==> config.mk <==
export PLATFORM = sky130hd
export DESIGN_NAME = qba_unit
export DESIGN_NICKNAME = d
export VERILOG_FILES = /design/src/qba_pkg.sv /design/src/qba_op_if.sv /design/src/qba_datapath.sv /design/src/qba_unit.sv
export SDC_FILE = /design/constraint.sdc
export NUM_CORES = 1
export LEC_CHECK = 0
export ABC_AREA = 1
export BUFFER_PORTS_ARGS = -buffer_cell sky130_fd_sc_hd__buf_4
export CAP_MARGIN = 20
export CORE_ASPECT_RATIO = 0.9
export CORE_MARGIN = 5
export CORE_UTILIZATION = 60
export DETAILED_ROUTE_END_ITERATION = 6
export PLACE_DENSITY = 0.84
export SYNTH_ARGS = -nofsm -noshare
export SYNTH_HDL_FRONTEND = slang
export SYNTH_HIERARCHICAL = 1
export SYNTH_SLANG_ARGS = --single-unit
==> constraint.sdc <==
create_clock -name clk_sys -period 13.7 [get_ports clk_sys]
set_clock_uncertainty 0.15 [all_clocks]
set_input_delay 2.74 -clock clk_sys [delete_from_list [all_inputs] [get_ports clk_sys]]
set_output_delay 2.74 -clock clk_sys [all_outputs]
set_load 0.02 [all_outputs]
==> src/qba_pkg.sv <==
// constants and types shared by the quad byte average unit
package qba_pkg;
	localparam int QBA_AW = 8;
	localparam logic [7:0] QBA_ADR_CTRL = 8'h00;
	localparam logic [7:0] QBA_ADR_IDX0 = 8'h04;
	localparam logic [7:0] QBA_ADR_IDX1 = 8'h08;
	localparam logic [7:0] QBA_ADR_A_LO = 8'h0C;
	localparam logic [7:0] QBA_ADR_A_HI = 8'h10;
	localparam logic [7:0] QBA_ADR_B_LO = 8'h14;
	localparam logic [7:0] QBA_ADR_B_HI = 8'h18;
	localparam logic [7:0] QBA_ADR_ARITHMETIC_STATUS_REGISTER = 8'h1C;
	localparam logic [7:0] QBA_ADR_RESULT = 8'h20;
	localparam logic [7:0] QBA_ADR_STATUS = 8'h24;
	// control register bit positions
	localparam int QBA_CTL_START = 0;
	localparam int QBA_CTL_HALF = 1;
	localparam int QBA_CTL_TRUNC = 2;
	localparam int QBA_CTL_REV = 3;
	localparam int QBA_CTL_HIGH = 4;
	localparam int QBA_CTL_LONG = 5;
	// status register bit positions
	localparam int QBA_ST_DONE = 0;
	localparam int QBA_ST_ILLEGAL = 1;
	localparam int QBA_ST_MISALIGN = 2;
	// arithmetic status bit position of the rounding mode
	localparam int QBA_ARITHMETIC_STATUS_REGISTER_RND = 8;
	localparam logic [31:0] QBA_WORD_RST = 32'h0000_0000;
	localparam logic [31:0] QBA_UNMAPPED = 32'h0000_0000;
	localparam logic QBA_LONG_RST = 1'b1;
	typedef enum logic [1:0] {
		QBA_OP_BYTE = 2'b01,
		QBA_OP_HALF = 2'b10
	} qba_op_e;
endpackage

==> src/qba_op_if.sv <==
// operand and result bundle between the control and the datapath
`timescale 1ns/100ps
interface qba_op_if;
	logic [31:0] src_a_lo;
	logic [31:0] src_a_hi;
	logic [31:0] src_b_lo;
	logic [31:0] src_b_hi;
	logic [1:0] idx_a;
	logic [1:0] idx_b;
	qba_pkg::qba_op_e op;
	logic truncate;
	logic reverse;
	logic into_high;
	logic [31:0] result;
	modport ctl (
		output src_a_lo, src_a_hi, src_b_lo, src_b_hi,
		output idx_a, idx_b, op, truncate, reverse, into_high,
		input result
	);
	modport dp (
		input src_a_lo, src_a_hi, src_b_lo, src_b_hi,
		input idx_a, idx_b, op, truncate, reverse, into_high,
		output result
	);
endinterface // qba_op_if

==> src/qba_datapath.sv <==
// combinational byte alignment and lane averaging
`timescale 1ns/100ps
module qba_datapath
	import qba_pkg::*;
(
	qba_op_if.dp op
);
	// bytes k..k+3 of the eight byte pair, lower register in the low half
	function automatic logic [31:0] qba_align(
		input logic [31:0] lo,
		input logic [31:0] hi,
		input logic [1:0] k
	);
		logic [63:0] pair;
		pair = {hi, lo};
		return pair[8*k +: 32];
	endfunction

	logic [31:0] y;
	logic [31:0] z;
	logic [1:0] kb;
	logic rnd;
	logic [31:0] avg_byte;
	logic [31:0] avg_half;

	// half-word form shares the first index for both pairs
	assign kb = (op.op == QBA_OP_HALF) ? op.idx_a : op.idx_b;
	// reverse swaps the registers before the byte selection
	assign y = op.reverse ? qba_align(op.src_a_hi, op.src_a_lo, op.idx_a)
		: qba_align(op.src_a_lo, op.src_a_hi, op.idx_a);
	assign z = op.reverse ? qba_align(op.src_b_hi, op.src_b_lo, kb)
		: qba_align(op.src_b_lo, op.src_b_hi, kb);
	// rounding follows only the instruction option
	assign rnd = ~op.truncate;

	genvar i;
	generate
		for (i = 0; i < 4; i++) begin : g_byte
			logic [8:0] s9;
			// nine bit sum keeps the carry
			assign s9 = {1'b0, y[8*i +: 8]} + {1'b0, z[8*i +: 8]} + {8'h00, rnd};
			assign avg_byte[8*i +: 8] = s9[8:1];
		end
		for (i = 0; i < 2; i++) begin : g_half
			logic [9:0] s10;
			logic [7:0] m;
			assign s10 = {2'b00, y[16*i +: 8]} + {2'b00, y[16*i+8 +: 8]}
				+ {2'b00, z[16*i +: 8]} + {2'b00, z[16*i+8 +: 8]}
				+ {8'h00, rnd, 1'b0};
			assign m = s10[9:2];
			// unused byte of each half-word is zero
			assign avg_half[16*i +: 16] = op.into_high ? {m, 8'h00}
				: {8'h00, m};
		end
	endgenerate

	assign op.result = (op.op == QBA_OP_HALF) ? avg_half : avg_byte;
endmodule // qba_datapath

==> src/qba_unit.sv <==
// quad byte average unit with a classic wishbone register slave
// Behaviour
// - byte average puts each lane's mean in the matching result byte.
// - each lane mean is the two byte sum shifted right once.
// - without truncation an odd sum is rounded up by adding one.
// - truncation drops the shifted out bit; reverse may be added.
// - the global rounding mode bit never affects these averages.
// - first pair alignment comes from first index low two bits.
// - second pair alignment comes from second index low two bits.
// - alignment k picks bytes k to k+3 of the eight byte pair.
// - by default the lower register gives the low-order bytes.
// - reverse swaps the registers within each pair before alignment.
// - alignment is internal, so no misaligned exception is ever raised.
// - both averages are accepted only in the long encoding.
// - half-word rounding variants place results in low or high bytes.
// - half-word truncating variants place results in low or high bytes.
// - half-word mean sums four bytes and shifts right two places.
// - the unused byte of each result half-word is zero.
// - half-word form uses the first index for both pairs.
//
// The address map and the Wishbone slave port were decided locally.
`timescale 1ns/100ps
module qba_unit
	import qba_pkg::*;
(
	input wire logic clk_sys,
	input wire logic rst,
	input wire logic wb_cyc_i,
	input wire logic wb_stb_i,
	input wire logic wb_we_i,
	input wire logic [QBA_AW-1:0] wb_adr_i,
	input wire logic [3:0] wb_sel_i,
	input wire logic [31:0] wb_dat_i,
	output logic [31:0] wb_dat_o,
	output logic wb_ack_o
);
	typedef struct packed {
		logic ack;
		logic [31:0] rdat;
		logic [31:0] idx0;
		logic [31:0] idx1;
		logic [31:0] a_lo;
		logic [31:0] a_hi;
		logic [31:0] b_lo;
		logic [31:0] b_hi;
		logic [31:0] arithmetic_status_register;
		logic half;
		logic trunc;
		logic rev;
		logic high;
		logic long_enc;
		logic go;
		logic [31:0] result;
		logic done;
		logic illegal;
	} qba_state_s;

	qba_state_s st_reg;
	qba_state_s st_next;
	qba_op_if opi ();
	logic wr;
	logic [31:0] ctrl_rd;
	logic [31:0] stat_rd;

	// word decode, shared by read and write paths
	function automatic logic qba_hit(
		input logic [QBA_AW-1:0] adr,
		input logic [7:0] ofs
	);
		return adr[QBA_AW-1:2] == ofs[QBA_AW-1:2];
	endfunction

	// byte lane merge for partial writes
	function automatic logic [31:0] qba_merge(
		input logic [31:0] old,
		input logic [31:0] dat,
		input logic [3:0] sel
	);
		logic [31:0] r;
		r = old;
		for (int b = 0; b < 4; b++) begin
			if (sel[b]) begin
				r[8*b +: 8] = dat[8*b +: 8];
			end
		end
		return r;
	endfunction

	assign ctrl_rd = {26'h0, st_reg.long_enc, st_reg.high, st_reg.rev,
		st_reg.trunc, st_reg.half, 1'b0};
	// misaligned flag is wired low: alignment never leaves the registers
	assign stat_rd = {29'h0, 1'b0, st_reg.illegal, st_reg.done};
	// the write lands at the edge where the master sees ack
	assign wr = wb_cyc_i & wb_stb_i & wb_we_i & st_reg.ack;

	always_comb begin
		st_next = st_reg;
		st_next.go = 1'b0;
		st_next.ack = wb_cyc_i & wb_stb_i & ~st_reg.ack;
		if (st_next.ack) begin
			if (qba_hit(wb_adr_i, QBA_ADR_CTRL)) begin
				st_next.rdat = ctrl_rd;
			end else if (qba_hit(wb_adr_i, QBA_ADR_IDX0)) begin
				st_next.rdat = st_reg.idx0;
			end else if (qba_hit(wb_adr_i, QBA_ADR_IDX1)) begin
				st_next.rdat = st_reg.idx1;
			end else if (qba_hit(wb_adr_i, QBA_ADR_A_LO)) begin
				st_next.rdat = st_reg.a_lo;
			end else if (qba_hit(wb_adr_i, QBA_ADR_A_HI)) begin
				st_next.rdat = st_reg.a_hi;
			end else if (qba_hit(wb_adr_i, QBA_ADR_B_LO)) begin
				st_next.rdat = st_reg.b_lo;
			end else if (qba_hit(wb_adr_i, QBA_ADR_B_HI)) begin
				st_next.rdat = st_reg.b_hi;
			end else if (qba_hit(wb_adr_i, QBA_ADR_ARITHMETIC_STATUS_REGISTER)) begin
				st_next.rdat = st_reg.arithmetic_status_register;
			end else if (qba_hit(wb_adr_i, QBA_ADR_RESULT)) begin
				st_next.rdat = st_reg.result;
			end else if (qba_hit(wb_adr_i, QBA_ADR_STATUS)) begin
				st_next.rdat = stat_rd;
			end else begin
				st_next.rdat = QBA_UNMAPPED;
			end
		end
		if (wr) begin
			if (qba_hit(wb_adr_i, QBA_ADR_CTRL)) begin
				if (wb_sel_i[0]) begin
					st_next.half = wb_dat_i[QBA_CTL_HALF];
					st_next.trunc = wb_dat_i[QBA_CTL_TRUNC];
					st_next.rev = wb_dat_i[QBA_CTL_REV];
					st_next.high = wb_dat_i[QBA_CTL_HIGH];
					st_next.long_enc = wb_dat_i[QBA_CTL_LONG];
					st_next.go = wb_dat_i[QBA_CTL_START];
					if (wb_dat_i[QBA_CTL_START]) begin
						st_next.done = 1'b0;
						st_next.illegal = 1'b0;
					end
				end
			end else if (qba_hit(wb_adr_i, QBA_ADR_IDX0)) begin
				st_next.idx0 = qba_merge(st_reg.idx0, wb_dat_i, wb_sel_i);
			end else if (qba_hit(wb_adr_i, QBA_ADR_IDX1)) begin
				st_next.idx1 = qba_merge(st_reg.idx1, wb_dat_i, wb_sel_i);
			end else if (qba_hit(wb_adr_i, QBA_ADR_A_LO)) begin
				st_next.a_lo = qba_merge(st_reg.a_lo, wb_dat_i, wb_sel_i);
			end else if (qba_hit(wb_adr_i, QBA_ADR_A_HI)) begin
				st_next.a_hi = qba_merge(st_reg.a_hi, wb_dat_i, wb_sel_i);
			end else if (qba_hit(wb_adr_i, QBA_ADR_B_LO)) begin
				st_next.b_lo = qba_merge(st_reg.b_lo, wb_dat_i, wb_sel_i);
			end else if (qba_hit(wb_adr_i, QBA_ADR_B_HI)) begin
				st_next.b_hi = qba_merge(st_reg.b_hi, wb_dat_i, wb_sel_i);
			end else if (qba_hit(wb_adr_i, QBA_ADR_ARITHMETIC_STATUS_REGISTER)) begin
				// stored for software only, never fed to the datapath
				st_next.arithmetic_status_register = qba_merge(st_reg.arithmetic_status_register, wb_dat_i, wb_sel_i);
			end
		end
		// completion after any clear, so a set in the same cycle wins
		if (st_reg.go) begin
			if (st_reg.long_enc) begin
				st_next.result = opi.result;
				st_next.done = 1'b1;
			end else begin
				// short encoding has no averaging form
				st_next.illegal = 1'b1;
				st_next.done = 1'b1;
			end
		end
	end

	always_ff @(posedge clk_sys or posedge rst) begin
		if (rst) begin
			st_reg <= '{ack: 1'b0, rdat: QBA_WORD_RST, idx0: QBA_WORD_RST,
				idx1: QBA_WORD_RST, a_lo: QBA_WORD_RST, a_hi: QBA_WORD_RST,
				b_lo: QBA_WORD_RST, b_hi: QBA_WORD_RST, arithmetic_status_register: QBA_WORD_RST,
				half: 1'b0, trunc: 1'b0, rev: 1'b0, high: 1'b0,
				long_enc: QBA_LONG_RST, go: 1'b0, result: QBA_WORD_RST,
				done: 1'b0, illegal: 1'b0};
		end else begin
			st_reg <= st_next;
		end
	end

	// operands are always the fixed pairs one:zero and three:two
	assign opi.src_a_lo = st_reg.a_lo;
	assign opi.src_a_hi = st_reg.a_hi;
	assign opi.src_b_lo = st_reg.b_lo;
	assign opi.src_b_hi = st_reg.b_hi;
	assign opi.idx_a = st_reg.idx0[1:0];
	assign opi.idx_b = st_reg.idx1[1:0];
	assign opi.op = st_reg.half ? QBA_OP_HALF : QBA_OP_BYTE;
	assign opi.truncate = st_reg.trunc;
	assign opi.reverse = st_reg.rev;
	assign opi.into_high = st_reg.high;

	qba_datapath u_dp (
		.op(opi)
	);

	assign wb_dat_o = st_reg.rdat;
	assign wb_ack_o = st_reg.ack;

	// reference sums for the checks below
	logic [8:0] chk_l0;
	logic [8:0] chk_l3;
	logic [8:0] chk_al1;
	logic [8:0] chk_bl3;
	logic [8:0] chk_rev;
	logic [9:0] chk_h0;
	logic byte_go;
	logic idx_zero;
	logic [8:0] chk_o3;
	logic [9:0] chk_h1;
	assign chk_l0 = {1'b0, st_reg.a_lo[7:0]} + {1'b0, st_reg.b_lo[7:0]};
	assign chk_l3 = {1'b0, st_reg.a_lo[31:24]} + {1'b0, st_reg.b_lo[31:24]};
	assign chk_al1 = {1'b0, st_reg.a_lo[15:8]} + {1'b0, st_reg.b_lo[7:0]};
	assign chk_bl3 = {1'b0, st_reg.a_lo[7:0]} + {1'b0, st_reg.b_lo[31:24]};
	assign chk_rev = {1'b0, st_reg.a_hi[7:0]} + {1'b0, st_reg.b_hi[7:0]};
	assign chk_h0 = {2'b00, st_reg.a_lo[7:0]} + {2'b00, st_reg.a_lo[15:8]}
		+ {2'b00, st_reg.b_lo[7:0]} + {2'b00, st_reg.b_lo[15:8]};
	assign byte_go = st_reg.go & st_reg.long_enc & ~st_reg.half;
	assign idx_zero = (st_reg.idx0[1:0] == 2'b00) & (st_reg.idx1[1:0] == 2'b00);
	// window one: byte four comes from the higher register
	assign chk_o3 = {1'b0, st_reg.a_hi[7:0]} + {1'b0, st_reg.b_lo[31:24]};
	assign chk_h1 = {2'b00, st_reg.a_lo[15:8]} + {2'b00, st_reg.a_lo[23:16]}
		+ {2'b00, st_reg.b_lo[15:8]} + {2'b00, st_reg.b_lo[23:16]};

	AST_ROUND_UP: assert property (@(posedge clk_sys) disable iff (rst)
		byte_go & ~st_reg.trunc & ~st_reg.rev & idx_zero
		|=> st_reg.result[7:0] == $past(8'((chk_l0 + 9'h001) >> 1))
			&& st_reg.done)
		else $error("byte average did not round up lane 0");

	AST_TRUNCATE: assert property (@(posedge clk_sys) disable iff (rst)
		byte_go & st_reg.trunc & ~st_reg.rev & idx_zero
		|=> st_reg.result[31:24] == $past(chk_l3[8:1]))
		else $error("truncated lane 3 average wrong");

	AST_MODE_IGNORED: assert property (@(posedge clk_sys) disable iff (rst)
		byte_go & ~st_reg.trunc & ~st_reg.rev & idx_zero
			& st_reg.arithmetic_status_register[QBA_ARITHMETIC_STATUS_REGISTER_RND]
		|=> st_reg.result[31:24] == $past(8'((chk_l3 + 9'h001) >> 1)))
		else $error("rounding mode bit changed the average");

	AST_ALIGN_FIRST: assert property (@(posedge clk_sys) disable iff (rst)
		byte_go & st_reg.trunc & ~st_reg.rev
			& (st_reg.idx0[1:0] == 2'b01) & (st_reg.idx1[1:0] == 2'b00)
		|=> st_reg.result[7:0] == $past(chk_al1[8:1]))
		else $error("first pair alignment wrong");

	AST_ALIGN_SECOND: assert property (@(posedge clk_sys) disable iff (rst)
		byte_go & st_reg.trunc & ~st_reg.rev
			& (st_reg.idx0[1:0] == 2'b00) & (st_reg.idx1[1:0] == 2'b11)
		|=> st_reg.result[7:0] == $past(chk_bl3[8:1]))
		else $error("second pair alignment wrong");

	AST_REVERSE: assert property (@(posedge clk_sys) disable iff (rst)
		byte_go & st_reg.trunc & st_reg.rev & idx_zero
		|=> st_reg.result[7:0] == $past(chk_rev[8:1]))
		else $error("reverse order did not take the high register");

	AST_HALF_MEAN: assert property (@(posedge clk_sys) disable iff (rst)
		st_reg.go & st_reg.long_enc & st_reg.half & st_reg.trunc
			& ~st_reg.rev & ~st_reg.high & (st_reg.idx0[1:0] == 2'b00)
		|=> st_reg.result[15:0] == {8'h00, $past(chk_h0[9:2])})
		else $error("half-word mean of four bytes wrong");

	AST_HALF_ZERO: assert property (@(posedge clk_sys) disable iff (rst)
		st_reg.go & st_reg.long_enc & st_reg.half
		|=> (st_reg.high ? (st_reg.result[23:16] == 8'h00)
			&& (st_reg.result[7:0] == 8'h00)
			: (st_reg.result[31:24] == 8'h00)
			&& (st_reg.result[15:8] == 8'h00)))
		else $error("unused half-word byte not zero");

	AST_SHORT_REFUSED: assert property (@(posedge clk_sys) disable iff (rst)
		st_reg.go & ~st_reg.long_enc
		|=> st_reg.illegal && $stable(st_reg.result))
		else $error("short encoding produced a result");

	AST_HALF_ROUND: assert property (@(posedge clk_sys) disable iff (rst)
		st_reg.go & st_reg.long_enc & st_reg.half & ~st_reg.trunc
			& ~st_reg.rev & ~st_reg.high & (st_reg.idx0[1:0] == 2'b00)
		|=> st_reg.result[15:0] == {8'h00, $past(8'((chk_h0 + 10'h002) >> 2))})
		else $error("rounded half-word mean wrong");

	AST_HALF_HIGH: assert property (@(posedge clk_sys) disable iff (rst)
		st_reg.go & st_reg.long_enc & st_reg.half & st_reg.trunc
			& ~st_reg.rev & st_reg.high & (st_reg.idx0[1:0] == 2'b00)
		|=> st_reg.result[15:0] == {$past(chk_h0[9:2]), 8'h00})
		else $error("truncated half-word mean not in high byte");

	AST_HALF_INDEX: assert property (@(posedge clk_sys) disable iff (rst)
		st_reg.go & st_reg.long_enc & st_reg.half & st_reg.trunc & ~st_reg.rev
			& ~st_reg.high & (st_reg.idx0[1:0] == 2'b01) & (st_reg.idx1[1:0] == 2'b00)
		|=> st_reg.result[15:0] == {8'h00, $past(chk_h1[9:2])})
		else $error("half-word form did not use the first index for both pairs");

	AST_PAIR_ORDER: assert property (@(posedge clk_sys) disable iff (rst)
		byte_go & st_reg.trunc & ~st_reg.rev
			& (st_reg.idx0[1:0] == 2'b01) & (st_reg.idx1[1:0] == 2'b00)
		|=> st_reg.result[31:24] == $past(chk_o3[8:1]))
		else $error("default pair order wrong in lane 3");

	AST_ROUND_REV: assert property (@(posedge clk_sys) disable iff (rst)
		byte_go & ~st_reg.trunc & st_reg.rev & idx_zero
		|=> st_reg.result[7:0] == $past(8'((chk_rev + 9'h001) >> 1)))
		else $error("rounded reverse average wrong in lane 0");

	AST_WIDE_SUM: assert property (@(posedge clk_sys) disable iff (rst)
		byte_go & ~st_reg.rev & idx_zero & chk_l0[8]
		|=> st_reg.result[7] == 1'b1)
		else $error("lane 0 carry lost before the shift");
endmodule // qba_unit

# [Word-level counts from Yosys, hierarchy flattened]
# Cells that the tools add are included.
# W data, S select, Z words.
[op_classes] addsub=16 n_eq_ne=10 shift=4 mux=26 bitwise=13 n_reduce_logical=36
[ops] cell="$mux W32" count=12
[ops] cell="$shiftx A64 B6 Y32" count=4
[ops] cell="$add A8 B8 Y9" count=6
[ops] cell="$add A10 B8 Y10" count=4
[ops] cell="$reduce_and A10 Y1" count=4
[ops] cell="$add A9 B1 Y9" count=4
[ops] cell="$reduce_and A9 Y1" count=4
[ops] cell="$mux W16" count=2
[ops] cell="$reduce_and A8 Y1" count=4
[ops] cell="$reduce_and A7 Y1" count=4
[ops] cell="$eq A6 B3 Y1 const B" count=4
[ops] cell="$reduce_and A6 Y1" count=4
[ops] cell="$add A10 B2 Y10" count=2
[ops] cell="$reduce_and A4 Y1" count=5
[ops] cell="$reduce_and A5 Y1" count=4
[ops] cell="$mux W2" count=8
[ops] cell="$eq A6 B2 Y1 const B" count=2
[ops] cell="$eq A6 B4 Y1 const B" count=2
[ops] cell="$not A1 Y1" count=9
[ops] cell="$reduce_bool A2 Y1" count=4
[ops] cell="$eq A6 B1 Y1 const B" count=1
[ops] cell="$logic_not A6 Y1" count=1
[ops] cell="$and A1 B1 Y1" count=4
[ops] cell="$mux W1" count=4
[ops] cell="other kinds (3)" count=3
[word_totals] register_bits=297 inputBits=49 out_inout_bits=33 word_cells=144

# [Depth between registers and ports, before layout]
[logic_depth] depth_word=11 depth_mapped=28 ltp_nobuf=26

# [Cells and area by module]
# The synthesis kept the hierarchy.
[by_module_without_submodules] module="qba_unit" n_inst=1 cells_per_inst=1713 area_per_inst_um2=14513.9
[by_module_without_submodules] module="qba_datapath" n_inst=1 cells_per_inst=1123 area_per_inst_um2=6138.4

# [Worst setup path before layout]
# Ideal clock, no wire load.
[synth_path] path_kind="reg-to-reg" startpoint="register st_reg, in the netlist ctrl_rd[1]" endpoint="register st_reg[17] (netlist name)" setup_ps=125 arrival_ps=3975 t_required_ps=13425 setup_slack_ps=9450 path_stages_with_launch=24 path_buffers=3 period_less_slack_ps=4250 path_cell_list="dfrtp_1 -> inv_1 -> inv_2 -> nand2_2 -> buf_6 -> nand2_1 -> nand2_1 -> buf_2 -> buf_2 -> o211ai_1 -> nand3_1 -> o21ai_0 -> inv_1 -> fa_1 -> fa_1 -> inv_1 -> ha_1 -> a21oi_1 -> o21ai_0 -> a211oi_1 -> o31ai_2 -> nand2_1 -> nand2_1 -> mux2_2"
[synth_via] elab_chain_len=10
[synth_lines] element="start: declaration" line="qba_unit.sv:58" source="qba_state_s st_reg;"
[synth_lines] element="start signal: assignment" line="qba_unit.sv:171" source="st_reg <= '{ack: 1'b0, rdat: QBA_WORD_RST, idx0: QBA_WORD_RST,"
[synth_lines] element="start signal: assignment" line="qba_unit.sv:178" source="st_reg <= st_next;"
[synth_lines] element="$mux W2 *" line="qba_unit.sv:189" source="assign opi.op = st_reg.half ? QBA_OP_HALF : QBA_OP_BYTE;"
[synth_lines] element="net opi.op[0]" line="qba_op_if.sv:10" source="qba_pkg::qba_op_e op;"
[synth_lines] element="$eq A2 B2 Y1 *" line="qba_datapath.sv:27, qba_datapath.sv:57"
[synth_lines] element="$mux W2" line="qba_datapath.sv:27" source="assign kb = (op.op == QBA_OP_HALF) ? op.idx_a : op.idx_b;"
[synth_lines] element="$shiftx A64 B6 Y32" line="qba_datapath.sv:16" source="return pair[8*k +: 32];"
[synth_lines] element="$mux W32" line="qba_datapath.sv:31" source="assign z = op.reverse ? qba_align(op.src_b_hi, op.src_b_lo, kb)"
[synth_lines] element="$add A10 B8 Y10 (2 in series)" line="qba_datapath.sv:48" source="+ {2'b00, z[16*i +: 8]} + {2'b00, z[16*i+8 +: 8]}"
[synth_lines] element="$add A10 B2 Y10" line="qba_datapath.sv:49" source="+ {8'h00, rnd, 1'b0};"
[synth_lines] element="$mux W16" line="qba_datapath.sv:52" source="assign avg_half[16*i +: 16] = op.into_high ? {m, 8'h00}"
[synth_lines] element="$mux W32 *" line="qba_datapath.sv:57" source="assign op.result = (op.op == QBA_OP_HALF) ? avg_half : avg_byte;"
[synth_lines] element="net opi.result[15]" line="qba_op_if.sv:14" source="logic [31:0] result;"
# Mark *: on every way through the listed nets, which the timed path passes. The rest lies on a longest branch.
# A chain may end at the register's enable or synchronous reset.

# [Worst setup path after layout]
[layout_path] startpoint="register st_reg, in the netlist opi.reverse" endpoint="register st_reg[17] (netlist name)"
[layout_via] elab_chain_len=7
[layout_lines] element="$mux W32" line="qba_datapath.sv:29" source="assign y = op.reverse ? qba_align(op.src_a_hi, op.src_a_lo, op.idx_a)"
[layout_lines] element="$add A8 B8 Y9" line="qba_datapath.sv:47" source="assign s10 = {2'b00, y[16*i +: 8]} + {2'b00, y[16*i+8 +: 8]}"
[layout_lines] element="$add A10 B8 Y10 (2 in series)" line="qba_datapath.sv:48"
[layout_lines] element="$add A10 B2 Y10" line="qba_datapath.sv:49"
[layout_lines] element="$mux W16" line="qba_datapath.sv:52"
[layout_lines] element="$mux W32 *" line="qba_datapath.sv:57"
[layout_lines] element="net opi.result[15]" line="qba_op_if.sv:14"
# Marks and branches as above.

==> results.cfg <==
[global_routing]
antenna_found_initial = 1
grt_pass1_wl_um = 103000
grt_usage_pct = 35.0
grt.overflow.total = 0
grt_start_max_net_pins = 172
grt_pass1_vias = 17889

[drt]
ant_nets = 0
drt-total-wl_um = 67800
vias = 19802
routedWlPerCell_um = 20.6
drtPass1Iterations = 6
viasPerCell = 6.03
drc = 0
drt_iter0_markers = 2707

[finish]
nets = 2929
drive_gt1_share_pct = 10.2
area_delta_synth_final_pct = 6.64
largest_reg_flops = 127
fill_cells = 2918
diodes = 0
fin_util_pct = 64.7

[worst_setup_path]
critPathMaxFanout = 83
endpoint_kind = flip-flop
cp.arrival_ns = 6.46
reg2reg_depth = 17
critPathTopFamily = compound AO/OA/AOI/OAI gates
cp-startpoint = opi.reverse$_DFFE_PP0P_
path_class = reg2reg
crit_path_top_delay_cell = dfrtp_4
path_cells = buf_4, nand2_1, nand3_1, o21ai_0, o21ai_0, inv_1, fa_1, fa_1, inv_1, ha_1, a21oi_1, o21ai_0, a211oi_1, o31ai_2, nand2_1, nand2_1, mux2_2
crit_path_max_incr_delay_ns = 0.81
r2r-start = opi.reverse$_DFFE_PP0P_
startpoint_type = flip-flop
worst-path-buf-inv = 3
required_ns = 14.02
cp.depth = 17

[min_path]
worstHoldStart = wb_dat_o[18]$_DFFE_PP0P_
hold_class = reg2reg
worst_hold_path.num_cells = 2

[yosys]
ys_warn_count = 6
syn_area_per_cell_sq_um = 7.28
ys_types = 51
synth_edf_count = 0
syn-num-nets = 2969
synth_top_cell_by_area = dfrtp_1
async_reset_ff_share_pct = 100
synth_seq_area_share_pct = 36.0
yosys.area.top_type_share_pct = 35.9
syn-cell-area_sq_um = 20700
synth_area_leaders = dfrtp_1 36%, nand2_1 16%, o21ai_1 6.0%, inv_1 5.0%, o21ai_0 4.7%
synth_top_flop_cell = dfrtp_1
syn_inst = 2836
ys_ff_latch = 297

[cts]
cts-root-buf = clkbuf_16
clkLatencyLatePin_ns = 0.59
cts_setup_buffers = 0
cts_tree = yes
htree_levels = 1
clkTransAtPathRegs_ns = 0.06
clk_path_buf_depth = 3
cts_made_buffers = 31
post_cts_resized = 0
cts_sinks = 297
cts_hold_buf = 0

[sta]
setup_tns_ns = 0
worstMarginPinSlew_ns = 1.19
slew_violations = 0
rsz0062_at_grt = no
post-route-period-util_pct = 44.8
hold_slack_ns = 0.329
slew_headroom_pct = 20.0
hold_viol = 0
setup_viol = 0
timing.fmax_ghz = 0.163
post-route-min-period_ns = 6.14

[outcome]
status = complete, no violations

[place]
place.port_buffers = 79
globalplace.congestion = 1.02
place_hpwl_um = 50200

[power]
vdd.ir_drop.worst_v = 0.000122
pwr_density_cell_nw_per_um2 = 86.7
leakagePower_nw = 11.1

[floorplanning]
dieHeight_um = 186
die-area_sq_um = 38200
pin_count = 82
design.core.area_sq_um = 34000
rows = 64
dieWidth_um = 206
start_util_pct = 60.7

[job]
max_cap_violations = 0
[power breakdown]
part | switching (mW) | total [mW] | leakage [nW] | internal (mW)
clock network | 0.361 | 0.855 | 0.519 | 0.494
registers | 0.00781 | 0.895 | 4.12 | 0.887
logic | 0.114 | 0.160 | 6.49 | 0.0453
total | 0.483 | 1.91 | 11.1 | 1.43
[metrics by stage]
stage / std cells / area, sq um / setup WS (ns) / power, mW
detailed placement: 3224 / 21000 / 7.72 / 1.07
floorplan: 2836 / 20700 / 2.61 / 1.02
global route: 3283 / 22000 / 7.24 / 1.96
CTS: 3282 / 22000 / 7.68 / 1.91
global placement: 3222 / 20900 / 7.76 / 1.06
finish: 3283 / 22000 / 7.56 / 1.91
[logic make-up after synthesis]
kind of cell	count (synthesis)	share of synthesized area [%]
muxes	57	2.96
buffers and inverters	467	10.5
and+or+nand+nor	1305	28.1
adders and majority gates	84	6.40
DFF	297	36.0
xor gates and xnor gates	10	0.424
AOI/OAI and AO/OA	616	15.6
[placed cells by master (no fill, tap or decap), drive strengths merged, types with 4 or more instances in the layout]
| master | n |
|---|---|
| nand2 | 905 |
| a21o | 6 |
| nand4 | 30 |
| o311ai | 4 |
| o21ai | 443 |
| mux2i | 25 |
| dfrtp | 296 |
| buf | 99 |
| or2 | 34 |
| mux2 | 32 |
| clkbuf | 45 |
| a21oi | 129 |
| xnor2 | 9 |
| nor3 | 5 |
| o22ai | 8 |
| nor2 | 149 |
| o211ai | 13 |
| ha | 48 |
| nand3 | 178 |
| clkinv | 9 |
| fa | 36 |
| inv | 297 |
[worst paths after layout]
| kind | endpoint | slack (ns) |
|---|---|---|
| worst max-delay path | st_reg[17]$_DFFE_PP0P_ | 7.56 |
| worst min-delay path | wb_dat_o[18]$_DFFE_PP0P_ | 0.33 |
| worst max register to register | st_reg[17]$_DFFE_PP0P_ | 7.56 |
| worst min register to register | wb_dat_o[18]$_DFFE_PP0P_ | 0.33 |
| max in group asynchronous | st_reg[251]$_DFFE_PP0P_ | 9.72 |
| min in group asynchronous | st_reg[234]$_DFFE_PP0P_ | 2.18 |
[tightest hold or removal path, delay by kind of cell (launching register included)]
kind	cells	cell delay [ns]
AND/OR/NAND/NOR	2	0.10
flip-flops	1	0.34
[area by class of cell]
type | instances | area [sq um] | share of cell area [%]
repair buffers | 99 | 776 | 3.52
clock buffers | 45 | 898 | 4.08
inverters | 295 | 1130 | 5.15
flip-flops and latches | 297 | 7440 | 33.8
clock inverters | 13 | 138 | 0.625
well taps | 462 | 578 | 2.62
multi-input cells | 2072 | 11100 | 50.2
[metal layers]
metal	GRT usage (%)	routed length, um	vias up	part of all wire [%]
met5	0	7	-	0.010
met4	12.4	2960	2	4.4
met3	7.07	8150	173	12
met2	52.2	28900	1220	43
met1	51.0	27800	9323	41
li1	-	-	9084	-
[cell usage after synthesis, drive strengths merged, types with 13 or more instances]
| library cell | number |
|---|---|
| nand2 | 905 |
| o21ai | 443 |
| fa | 36 |
| o211ai | 13 |
| buf | 128 |
| mux2 | 32 |
| inv | 295 |
| nand3 | 178 |
| dfrtp | 296 |
| ha | 48 |
| clkbuf | 44 |
| a21oi | 129 |
| nand4 | 30 |
| mux2i | 25 |
| or2 | 34 |
| nor2 | 149 |
Note: power is estimated with default switching activity, not from simulation.
